<file path="src/rtl/lacs_pkg.sv">
package lacs_pkg;

  // register byte offsets (APB, one aligned word each)
  localparam logic [7:0] ADDR_CONFIG = 8'h00;
  localparam logic [7:0] ADDR_COOL = 8'h04;
  localparam logic [7:0] ADDR_VLOW = 8'h08;
  localparam logic [7:0] ADDR_UPPER_VELOCITY_THRESHOLD = 8'h0c;
  localparam logic [7:0] ADDR_RAMP_STATUS = 8'h10;
  localparam logic [7:0] ADDR_DRIVER_STATUS = 8'h14;

  // config register field positions
  localparam int CFG_FILTER_BIT = 0;
  localparam int CFG_STOP_BIT = 1;
  localparam int CFG_RUN_LSB = 8;
  localparam int CFG_ZW_LSB = 16;
  // cool register field positions
  localparam int COOL_MIN_LSB = 0;
  localparam int COOL_SPAN_LSB = 8;
  localparam int COOL_UP_LSB = 12;
  localparam int COOL_DN_LSB = 16;
  localparam int COOL_SEIMIN_BIT = 20;
  // driver status field positions
  localparam int DS_LOAD_LSB = 0;
  localparam int DS_STALL_BIT = 15;
  localparam int DS_CS_LSB = 16;

  // reset values
  localparam logic [4:0] RUN_RESET = 5'h1f;
  localparam logic [15:0] ZERO_WAIT_RESET = 16'h0000;
  localparam logic [22:0] VEL_RESET = 23'h000000;
  localparam logic [9:0] LOAD_RESET = 10'h3ff;

  // scaling and filter counts
  localparam int LOAD_SCALE_SHIFT = 5;
  localparam logic [1:0] FILTER_STEPS = 2'h3;

  typedef struct packed {
    logic full_step;
    logic [9:0] load_sample;
    logic [22:0] ramp_velocity;
  } lacs_motor_in_t;

  typedef struct packed {
    logic stop_request;
    logic [4:0] current_scale;
    logic [22:0] actual_velocity;
    logic [9:0] load_reading;
  } lacs_motor_out_t;

endpackage

</file>
<file path="src/rtl/lacs_axis.sv">
// Register access over APB and the register offsets were chosen for this implementation.
`timescale 1ns/1ns
module lacs_axis (
  input wire logic pclk,
  input wire logic presetn,
  input wire logic psel,
  input wire logic penable,
  input wire logic pwrite,
  input wire logic [7:0] paddr,
  input wire logic [31:0] pwdata,
  output logic [31:0] prdata,
  output logic pready,
  output logic pslverr,
  input wire logic full_step_pin,
  input wire lacs_pkg::lacs_motor_in_t motor_in,
  output lacs_pkg::lacs_motor_out_t motor_out
);

  typedef struct packed {
    // pin synchroniser and the level it has settled on
    logic [2:0] step_sync;
    logic step_seen;

    // config register
    logic filter_en;
    logic stop_en;
    logic [4:0] run_scale;
    logic [15:0] zero_wait;

    // regulation register
    logic [3:0] lower_limit;
    logic [3:0] upper_span;
    logic [1:0] up_code;
    logic [1:0] down_code;
    logic min_quarter;

    // velocity window of the regulation
    logic [22:0] low_vel;
    logic [22:0] high_vel;

    // load measurement and its four-sample filter
    logic [9:0] load_reading;
    logic [11:0] filter_sum;
    logic [1:0] filter_count;
    logic meas_valid;

    // stall stop, restart delay and the velocity shown to the ramp
    logic stall_event;
    logic stall_flag;
    logic stopped;
    logic [15:0] wait_count;
    logic [22:0] velocity;

    // current regulation
    logic [4:0] current_scale;
    logic [4:0] down_count;

    // bus read data, taken in the setup cycle
    logic [31:0] rdata;
  } lacs_state_t;

  // the whole axis state is one register
  lacs_state_t state_reg;
  lacs_state_t state_next;

  // current step from the helper module
  logic [4:0] scale_stepped;

  // pin and bus decode
  logic step_edge;
  logic apb_write;
  logic apb_read;

  // regulation terms
  logic [10:0] lower_thr;
  logic [10:0] upper_thr;
  logic [5:0] down_needed;
  logic regulate;
  logic below;
  logic above;
  logic do_up;
  logic do_down;

  // map the 2-bit decrement code to required measurement count
  function automatic logic [5:0] down_count_for(input logic [1:0] code);
    unique case (code)
      2'h0: down_count_for = 6'h20;
      2'h1: down_count_for = 6'h08;
      2'h2: down_count_for = 6'h02;
      2'h3: down_count_for = 6'h01;
    endcase
  endfunction

  // load thresholds are whole units of 32 readings; shared by both limits
  function automatic logic [10:0] load_units(input logic [4:0] units);
    load_units = {6'h00, units} << lacs_pkg::LOAD_SCALE_SHIFT;
  endfunction

  // one current update per fresh measurement
  lacs_current_step u_step (
    .scale(state_reg.current_scale),
    .run_scale(state_reg.run_scale),
    .min_quarter(state_reg.min_quarter),
    .do_up(do_up),
    .do_down(do_down),
    .up_code(state_reg.up_code),
    .scale_next(scale_stepped)
  );

  // apb decode: zero wait state, so pready is a plain term of the access phase
  assign apb_write = psel && penable && pwrite;
  assign apb_read = psel && penable && !pwrite;
  assign pready = psel && penable;
  assign prdata = state_reg.rdata;

  // no error response: unmapped reads return zero and writes to them vanish
  assign pslverr = 1'b0;

  // full-step pin passes three stages; a new level counts once stages two and three agree,
  // so a one-cycle glitch on the pin never makes a step
  assign step_edge = state_reg.step_sync[1] && state_reg.step_sync[2] && !state_reg.step_seen;

  // thresholds on the load reading
  always_comb begin
    lower_thr = load_units({1'h0, state_reg.lower_limit});
    upper_thr = load_units({1'h0, state_reg.lower_limit} + {1'h0, state_reg.upper_span} + 5'h01);
    down_needed = down_count_for(state_reg.down_code);

    // regulation runs only with a nonzero lower limit and inside the velocity window
    regulate = (state_reg.lower_limit != 4'h0)
      && (motor_in.ramp_velocity >= state_reg.low_vel)
      && (motor_in.ramp_velocity <= state_reg.high_vel);

    // where the fresh reading lies against the two thresholds
    below = {1'h0, state_reg.load_reading} < lower_thr;
    above = {1'h0, state_reg.load_reading} >= upper_thr;

    // up at once, down only after enough readings at or above the upper threshold
    do_up = state_reg.meas_valid && regulate && below;
    do_down = state_reg.meas_valid && regulate && above
      && ({1'h0, state_reg.down_count} + 6'h01 >= down_needed);
  end

  // all next-state logic of the axis
  always_comb begin
    state_next = state_reg;
    state_next.step_sync = {state_reg.step_sync[1:0], full_step_pin};
    state_next.meas_valid = 1'b0;
    // settled pin level; it moves only when stages two and three agree
    if (state_reg.step_sync[1] == state_reg.step_sync[2]) begin
      state_next.step_seen = state_reg.step_sync[2];
    end

    // measurement once per full step
    if (step_edge) begin
      if (!state_reg.filter_en) begin
        // unfiltered: every step publishes its own sample
        state_next.load_reading = motor_in.load_sample;
        state_next.meas_valid = 1'b1;
      end else begin
        // average of four samples, published every fourth step
        if (state_reg.filter_count == lacs_pkg::FILTER_STEPS) begin
          state_next.load_reading = 10'((state_reg.filter_sum + {2'h0, motor_in.load_sample}) >> 2);
          state_next.filter_sum = 12'h000;
          state_next.filter_count = 2'h0;
          state_next.meas_valid = 1'b1;
        end else begin
          state_next.filter_sum = state_reg.filter_sum + {2'h0, motor_in.load_sample};
          state_next.filter_count = state_reg.filter_count + 2'h1;
        end
      end
    end

    // adaptive current; decrement count resets on any non-above measurement
    if (state_reg.meas_valid) begin
      state_next.current_scale = scale_stepped;
      if (do_down || !above || !regulate) begin
        state_next.down_count = 5'h00;
      end else begin
        state_next.down_count = state_reg.down_count + 5'h01;
      end
    end
    // lower limit zero or run scale lowered: fall back to the run scale
    if (state_reg.lower_limit == 4'h0) begin
      state_next.current_scale = state_reg.run_scale;
    end else if (state_reg.current_scale > state_reg.run_scale) begin
      state_next.current_scale = state_reg.run_scale;
    end

    // zero-wait countdown after a re-arm
    // a count of zero means no restart is pending
    if (state_reg.wait_count != 16'h0000) begin
      state_next.wait_count = state_reg.wait_count - 16'h0001;
      if (state_reg.wait_count == 16'h0001) begin
        state_next.stopped = 1'b0;
      end
    end

    // register writes
    if (apb_write) begin
      unique case (paddr)
        lacs_pkg::ADDR_CONFIG: begin
          state_next.filter_en = pwdata[lacs_pkg::CFG_FILTER_BIT];
          state_next.stop_en = pwdata[lacs_pkg::CFG_STOP_BIT];
          state_next.run_scale = pwdata[lacs_pkg::CFG_RUN_LSB +: 5];
          state_next.zero_wait = pwdata[lacs_pkg::CFG_ZW_LSB +: 16];
          // a stale partial sum would spoil the first mean after the filter is toggled
          state_next.filter_sum = 12'h000;
          state_next.filter_count = 2'h0;
          if (!pwdata[lacs_pkg::CFG_STOP_BIT]) begin
            // turning stop-on-stall off releases the axis at once
            state_next.stopped = 1'b0;
            state_next.stall_event = 1'b0;
            state_next.wait_count = 16'h0000;
          end
        end
        lacs_pkg::ADDR_COOL: begin
          state_next.lower_limit = pwdata[lacs_pkg::COOL_MIN_LSB +: 4];
          state_next.upper_span = pwdata[lacs_pkg::COOL_SPAN_LSB +: 4];
          state_next.up_code = pwdata[lacs_pkg::COOL_UP_LSB +: 2];
          state_next.down_code = pwdata[lacs_pkg::COOL_DN_LSB +: 2];
          state_next.min_quarter = pwdata[lacs_pkg::COOL_SEIMIN_BIT];
          // a new rate restarts the count of readings toward a decrement
          state_next.down_count = 5'h00;
        end
        lacs_pkg::ADDR_VLOW: begin
          state_next.low_vel = pwdata[22:0];
        end
        lacs_pkg::ADDR_UPPER_VELOCITY_THRESHOLD: begin
          state_next.high_vel = pwdata[22:0];
        end
        // status offsets and holes ignore writes
        default: ;
      endcase
    end

    // reading ramp status clears the event and starts the zero-wait delay
    if (apb_read && paddr == lacs_pkg::ADDR_RAMP_STATUS && state_reg.stall_event) begin
      state_next.stall_event = 1'b0;
      state_next.stall_flag = 1'b0;
      if (state_reg.zero_wait == 16'h0000) begin
        state_next.stopped = 1'b0;
      end else begin
        state_next.wait_count = state_reg.zero_wait;
      end
    end

    // stall: zero reading on a fresh measurement; set wins over the clear above
    if (state_reg.meas_valid && state_reg.load_reading == 10'h000 && state_reg.stop_en) begin
      state_next.stall_event = 1'b1;
      state_next.stall_flag = 1'b1;
      state_next.stopped = 1'b1;
      state_next.wait_count = 16'h0000;
    end

    // velocity is registered so the output comes from a flop; a stop zeroes it in the same edge
    state_next.velocity = state_next.stopped ? 23'h000000 : motor_in.ramp_velocity;

    // read data captured in setup phase, shown during access
    // reads of holes and write cycles leave zero on the bus
    state_next.rdata = 32'h00000000;
    if (psel && !penable && !pwrite) begin
      unique case (paddr)
        lacs_pkg::ADDR_CONFIG: begin
          state_next.rdata[lacs_pkg::CFG_FILTER_BIT] = state_reg.filter_en;
          state_next.rdata[lacs_pkg::CFG_STOP_BIT] = state_reg.stop_en;
          state_next.rdata[lacs_pkg::CFG_RUN_LSB +: 5] = state_reg.run_scale;
          state_next.rdata[lacs_pkg::CFG_ZW_LSB +: 16] = state_reg.zero_wait;
        end
        lacs_pkg::ADDR_COOL: begin
          state_next.rdata[lacs_pkg::COOL_MIN_LSB +: 4] = state_reg.lower_limit;
          state_next.rdata[lacs_pkg::COOL_SPAN_LSB +: 4] = state_reg.upper_span;
          state_next.rdata[lacs_pkg::COOL_UP_LSB +: 2] = state_reg.up_code;
          state_next.rdata[lacs_pkg::COOL_DN_LSB +: 2] = state_reg.down_code;
          state_next.rdata[lacs_pkg::COOL_SEIMIN_BIT] = state_reg.min_quarter;
        end
        lacs_pkg::ADDR_VLOW: begin
          state_next.rdata[22:0] = state_reg.low_vel;
        end
        lacs_pkg::ADDR_UPPER_VELOCITY_THRESHOLD: begin
          state_next.rdata[22:0] = state_reg.high_vel;
        end
        // status words are read only
        lacs_pkg::ADDR_RAMP_STATUS: begin
          state_next.rdata[0] = state_reg.stall_event;
          state_next.rdata[1] = state_reg.stopped;
        end
        lacs_pkg::ADDR_DRIVER_STATUS: begin
          state_next.rdata[lacs_pkg::DS_LOAD_LSB +: 10] = state_reg.load_reading;
          state_next.rdata[lacs_pkg::DS_STALL_BIT] = state_reg.stall_flag;
          state_next.rdata[lacs_pkg::DS_CS_LSB +: 5] = state_reg.current_scale;
        end
        default: ;
      endcase
    end
  end

  // single state register
  always_ff @(posedge pclk or negedge presetn) begin
    if (!presetn) begin
      state_reg <= '0;
      // run scale and load reading start at full scale
      state_reg.run_scale <= lacs_pkg::RUN_RESET;
      state_reg.zero_wait <= lacs_pkg::ZERO_WAIT_RESET;
      state_reg.low_vel <= lacs_pkg::VEL_RESET;
      state_reg.high_vel <= lacs_pkg::VEL_RESET;
      state_reg.load_reading <= lacs_pkg::LOAD_RESET;
      state_reg.current_scale <= lacs_pkg::RUN_RESET;
      state_reg.velocity <= lacs_pkg::VEL_RESET;
    end else begin
      state_reg <= state_next;
    end
  end

  // stopped axis reports zero velocity and asks the ramp to halt
  always_comb begin
    motor_out.stop_request = state_reg.stopped;
    motor_out.current_scale = state_reg.current_scale;
    motor_out.actual_velocity = state_reg.velocity;
    motor_out.load_reading = state_reg.load_reading;
  end

endmodule

</file>
<file path="src/rtl/lacs_current_step.sv">
`timescale 1ns/1ns
// one adaptive current update, pure combinational
module lacs_current_step (
  input wire logic [4:0] scale,
  input wire logic [4:0] run_scale,
  input wire logic min_quarter,
  input wire logic do_up,
  input wire logic do_down,
  input wire logic [1:0] up_code,
  output logic [4:0] scale_next
);

  logic [5:0] step;
  logic [5:0] floor_val;
  logic [6:0] sum;

  // a floor of zero would let the scale collapse; keep at least one step
  always_comb begin
    step = 6'h01 << up_code;
    floor_val = min_quarter ? {3'h0, run_scale[4:2]} : {2'h0, run_scale[4:1]};
    if (floor_val == 6'h00) begin
      floor_val = 6'h01;
    end
    sum = {2'h0, scale} + {1'h0, step};
    scale_next = scale;
    if (do_up) begin
      // saturate at the run current, never wrap
      scale_next = (sum > {2'h0, run_scale}) ? run_scale : sum[4:0];
    end else if (do_down) begin
      scale_next = ({1'h0, scale} > floor_val) ? 5'(scale - 5'h01) : floor_val[4:0];
    end
    if ({1'h0, scale_next} < floor_val) begin
      scale_next = floor_val[4:0];
    end
  end

endmodule

</file>
<file path="config.mk">
export PLATFORM = sky130hd
export DESIGN_NAME = lacs_axis
export DESIGN_NICKNAME = d
export VERILOG_FILES = /design/src/rtl/lacs_pkg.sv /design/src/rtl/lacs_axis.sv /design/src/rtl/lacs_current_step.sv
export SDC_FILE = /design/constraint.sdc
export NUM_CORES = 1
export LEC_CHECK = 0
export ABC_AREA = 1
export BUFFER_PORTS_ARGS = -buffer_cell sky130_fd_sc_hd__buf_2
export CORE_AREA = 2 2 146 148
export DETAILED_ROUTE_END_ITERATION = 7
export DIE_AREA = 0 0 148 150
export GPL_ROUTABILITY_DRIVEN = 1
export PLACE_DENSITY = 0.85
export SYNTH_ARGS = -nofsm -noshare
export SYNTH_HDL_FRONTEND = slang
export SYNTH_SLANG_ARGS = --single-unit
</file>
<file path="constraint.sdc">
create_clock -name pclk -period 4.5 [get_ports pclk]
set_input_delay 0.45 -clock pclk [delete_from_list [all_inputs] [get_ports pclk]]
set_output_delay 0.45 -clock pclk [all_outputs]
set_load 0.02 [all_outputs]
</file>
==> results.txt <==
----------------------------------------------------
[Setup path]
  Crit path kind ... register to register
  Arrival time reported for the critical path endpoint ... 4.44 ns
  Crit path buffers/inverters ... 3
  CP peak stage delay ... 0.41 ns
  Worst Path Max Fanout ... 8
  Kind of end point of the critical path ... register
  Highest-delay cell along the critical path ... fa_1
  Kind of cell with the highest combined delay on the critical path ... compound AO/OA/AOI/OAI gates
  Launching element type of the critical path ... register
  Cell Chain, Critical Path ... nor2_1 -> ha_1 -> fa_1 -> a21oi_1 -> o21ai_0 -> xor2_1 -> inv_1 -> ha_1 -> a21oi_1 -> nand2_1 -> o21ai_0 -> nand2_1 -> o21ai_0 -> inv_1 -> o21ai_0 -> inv_1 -> ha_1 -> a21oi_1 -> a21boi_4 -> nand2_2 -> nand2_1 -> nand3_1 -> nand2_1
  Critical path data required time ... 4.89 ns

[Power and ir drop]
  Part of the total power dissipated in sequential elements ... 0.398
  Total power divided by cell area ... 429 nW/um^2
  Switching Share ... 0.377
  Standby leakage power ... 6.94 nW
  Fraction of power consumed by combinational cells ... 0.326
  VDD IR max ... ~0.29 mV
  Cell internal pwr ... 0.00351 W
  P_sw ... between 0.002 and 0.0025 W
  Fraction of power consumed by the clock network ... 0.276

[GRT]
  Wire length of the first global-routing pass ... 49300 um
  Pin count of the biggest net entering global routing ... 103
  Vias in the first global route ... ~10k
  Global-route congestion overflow total ... 0
  Combined global-route utilization of all metal layers ... 0.285
  Antenna violations before repair ... 1

[Final layout]
  Post-layout utilization of the core ... 0.634
  Total of fill cells in the finished design ... around 1.7k
  Number of inserted diodes ... 0
  Commonest cells after routing, fill and taps aside ... 291 x nand2_1, 251 x inv_1, 175 x dfrtp_1
  Layout-stage area growth over the synthesis result ... 9.41%
  Max reg flops ... 118
  NumNets Final ... 1765
  Most common library cell in the layout ignoring fill and taps ... nand2_1
  Fraction of final layout cells with drive strength greater than 1 ... 0.157
  Layout Cells excl Fill ... 1871

[Synthesis]
  Yosys synthesis warning count ... 0
  Gate Count Post-Synth ... 1505
  Synth unique cells ... 57
  Top cells by area in the synthesized netlist ... dfrtp_1 36%, ha_1 10%, nand2_1 9.1%
  Area of the mapped netlist ... 12000 um^2
  Register area share after synthesis ... 0.409
  Primary flip-flop cell chosen by synthesis mapping ... dfrtp_1
  EDFF count, synth ... 0
  Largest area contributor in the netlist ... dfrtp_1
  Syn_nets ... 1687
  Top cell type's share of synthesized area ... 0.365
  Synthesized area divided by synthesized cell count ... 7.97 um^2
  Total of flip-flops plus latches after synthesis ... slightly below 200
  Proportion of register bits with asynchronous set or reset after synthesis ... 1.00

[Min path]
  Tightest Hold Check Type ... input pin to register

[STA]
  Slew at the pin closest to its max-slew limit ... 1.16 ns
  Minimum clock period after layout ... 4.05 ns
  Clk_skew ... 0.0113 ns
  Maximum achievable frequency ... 247 MHz
  Unrepaired setup endpoints after global routing ... false
  Share of the clock period used by the worst path after layout ... 0.900
  Setup-violating endpoint count in the final report ... 0
  Final sum of negative setup slack ... 0 ns
  Final slew viol count ... 0
  Number of hold violations in the final report ... 0
  Max transition margin ... 0.223

[Routing]
  Iter 0 DRT Violations ... 863
  Via Count ... around 10k
  Count of unresolved DRC violations after routing ... 0
  Detailed-route vias per instance ... 5.60
  Count of nets left with antenna violations after detail routing ... 0
  Routed Wire Length ... ~31000 um
  Number of detailed-routing iterations run before antenna repair ... 6
  Routed len/inst ... 16.7 um

[Die]
  Initial standard-cell utilization of the core ... 0.580
  Core Region ... 20700 um^2
  Y dimension of the die ... about 150 um
  Area of the die ... 22200 um^2
  Die Wd ... 148 um
  Num ports ... 153
  Rows ... 53

[Run]
  Number of max-cap violations ... 0

[CTS]
  Gates resized, CTS repair ... 0
  Clock latency on the worst-skew pair ... between 0.4 and 0.5 ns
  CTS sink cnt ... 195
  Number of buffers created by CTS ... 17
  Maximum buffer depth of the clock tree ... 2
  Post-CTS Repair Setup Buffers ... 0
  Number of H-tree levels ... 4
  Root Driver ... clkbuf_16
  Post-cts hold buffer count ... 0
  Reg clk slew, reported paths ... roughly 0.080 ns
  CTS tree ... done

[Placement]
  Final estimated routing congestion in global placement ... 0.952
  I/O Buffers ... 150
  Instance count after placement with tap cells included ... 1839
  Detail Placement HPWL ... 23600 um

[Outcome]
  Result of the run ... finished clean

----------------------------------------------------
-- area by class of cell --
type                       instances  area [um^2]  area share
timing repair buffer             161          842      0.0641
tap                              275          344      0.0262
sequential                       195         4900       0.374
inverter                         260          976      0.0743
clock inverter                    14          160      0.0122
clock buffer                      18          439      0.0335
multi-input combinational        948         5460       0.416
-- power groups by stage --
stage / sequential, W / combinational, W / clock (W)
6_report: 0.00224 / 0.00184 / 0.00155
5_1_grt: 0.00227 / 0.00208 / 0.00164
4_1_cts: 0.00224 / 0.00182 / 0.00156
3_5_place_dp: 0.00227 / 0.00180 / 0
3_3_place_gp: 0.00226 / 0.00174 / 0
2_1_floorplan: 0.00219 / 0.00143 / 0
-- cells in the mapped netlist (10+ instances only) --
library cell  number
nand2_1          291
inv_1            251
dfrtp_1          175
nor2_1           129
o21ai_0          129
ha_1              99
a21oi_1           78
buf_4             72
nand3_1           42
o22ai_1           34
clkbuf_1          26
dfstp_2           20
nand4_1           19
xor2_1            18
nor3_1            10
-- worst reg2reg max path, cell delays in order (launching register included) --
cell and delay, ns:
dfrtp_1 0.39, nor2_1 0.06, ha_1 0.21, fa_1 0.41, a21oi_1 0.15, o21ai_0 0.11
xor2_1 0.24, inv_1 0.08, ha_1 0.31, a21oi_1 0.13, nand2_1 0.06, o21ai_0 0.06
nand2_1 0.19, o21ai_0 0.20, inv_1 0.05, o21ai_0 0.23, inv_1 0.08, ha_1 0.29
a21oi_1 0.16, a21boi_4 0.24, nand2_2 0.10, nand2_1 0.07, nand3_1 0.08, nand2_1 0.09
-- routing by layer --
metal	share of wire	track usage
met3	0.084	0.0570
met4	0.036	0.125
met1	0.40	0.363
met2	0.48	0.473
met5	0	0
-- metrics by stage --
stage	cell area [um^2]	total power (W)	worst slack [ns]	hold slack (ns)
6_report	13100	0.00563	0.448	0.103
5_1_grt	13100	0.00598	0.102	0.0913
4_1_cts	13100	0.00562	0.532	0.100
3_5_place_dp	12500	0.00407	0.577	0.340
3_3_place_gp	12500	0.00400	0.602	0.334
2_1_floorplan	12000	0.00361	0.954	0.154
-- path summary, 6_finish.rpt --
check | start | endpoint | slack (ns) | cells after the start
setup / recovery | state_reg[159]$_DFFE_PN0P_ | motor_out[33]$_DFFE_PN1P_ | 0.45 | 23
hold / removal | full_step_pin | state_next[193]$_DFF_PN0_ | 0.10 | 1
setup reg to reg | state_reg[159]$_DFFE_PN0P_ | motor_out[33]$_DFFE_PN1P_ | 0.45 | 23
hold reg to reg | state_next[193]$_DFF_PN0_ | state_next[194]$_DFF_PN0_ | 0.36 | 0
max in group asynchronous | presetn | prdata[27]$_DFF_PN0_ | 3.40 | 2
min in group asynchronous | presetn | motor_out[13]$_DFF_PN0_ | 0.11 | 1
-- logic make-up after synthesis --
| family | after synthesis | share of synthesized area |
|---|---|---|
| flops | 195 | 0.409 |
| xor+xnor | 27 | 0.0197 |
| fa+ha+maj | 102 | 0.108 |
| simple gates | 527 | 0.187 |
| other cells | 1 | 0.000313 |
| buf+inv | 362 | 0.136 |
| compound gates | 289 | 0.138 |
| mux | 2 | 0.00188 |
(Power assumes the default switching activity.)
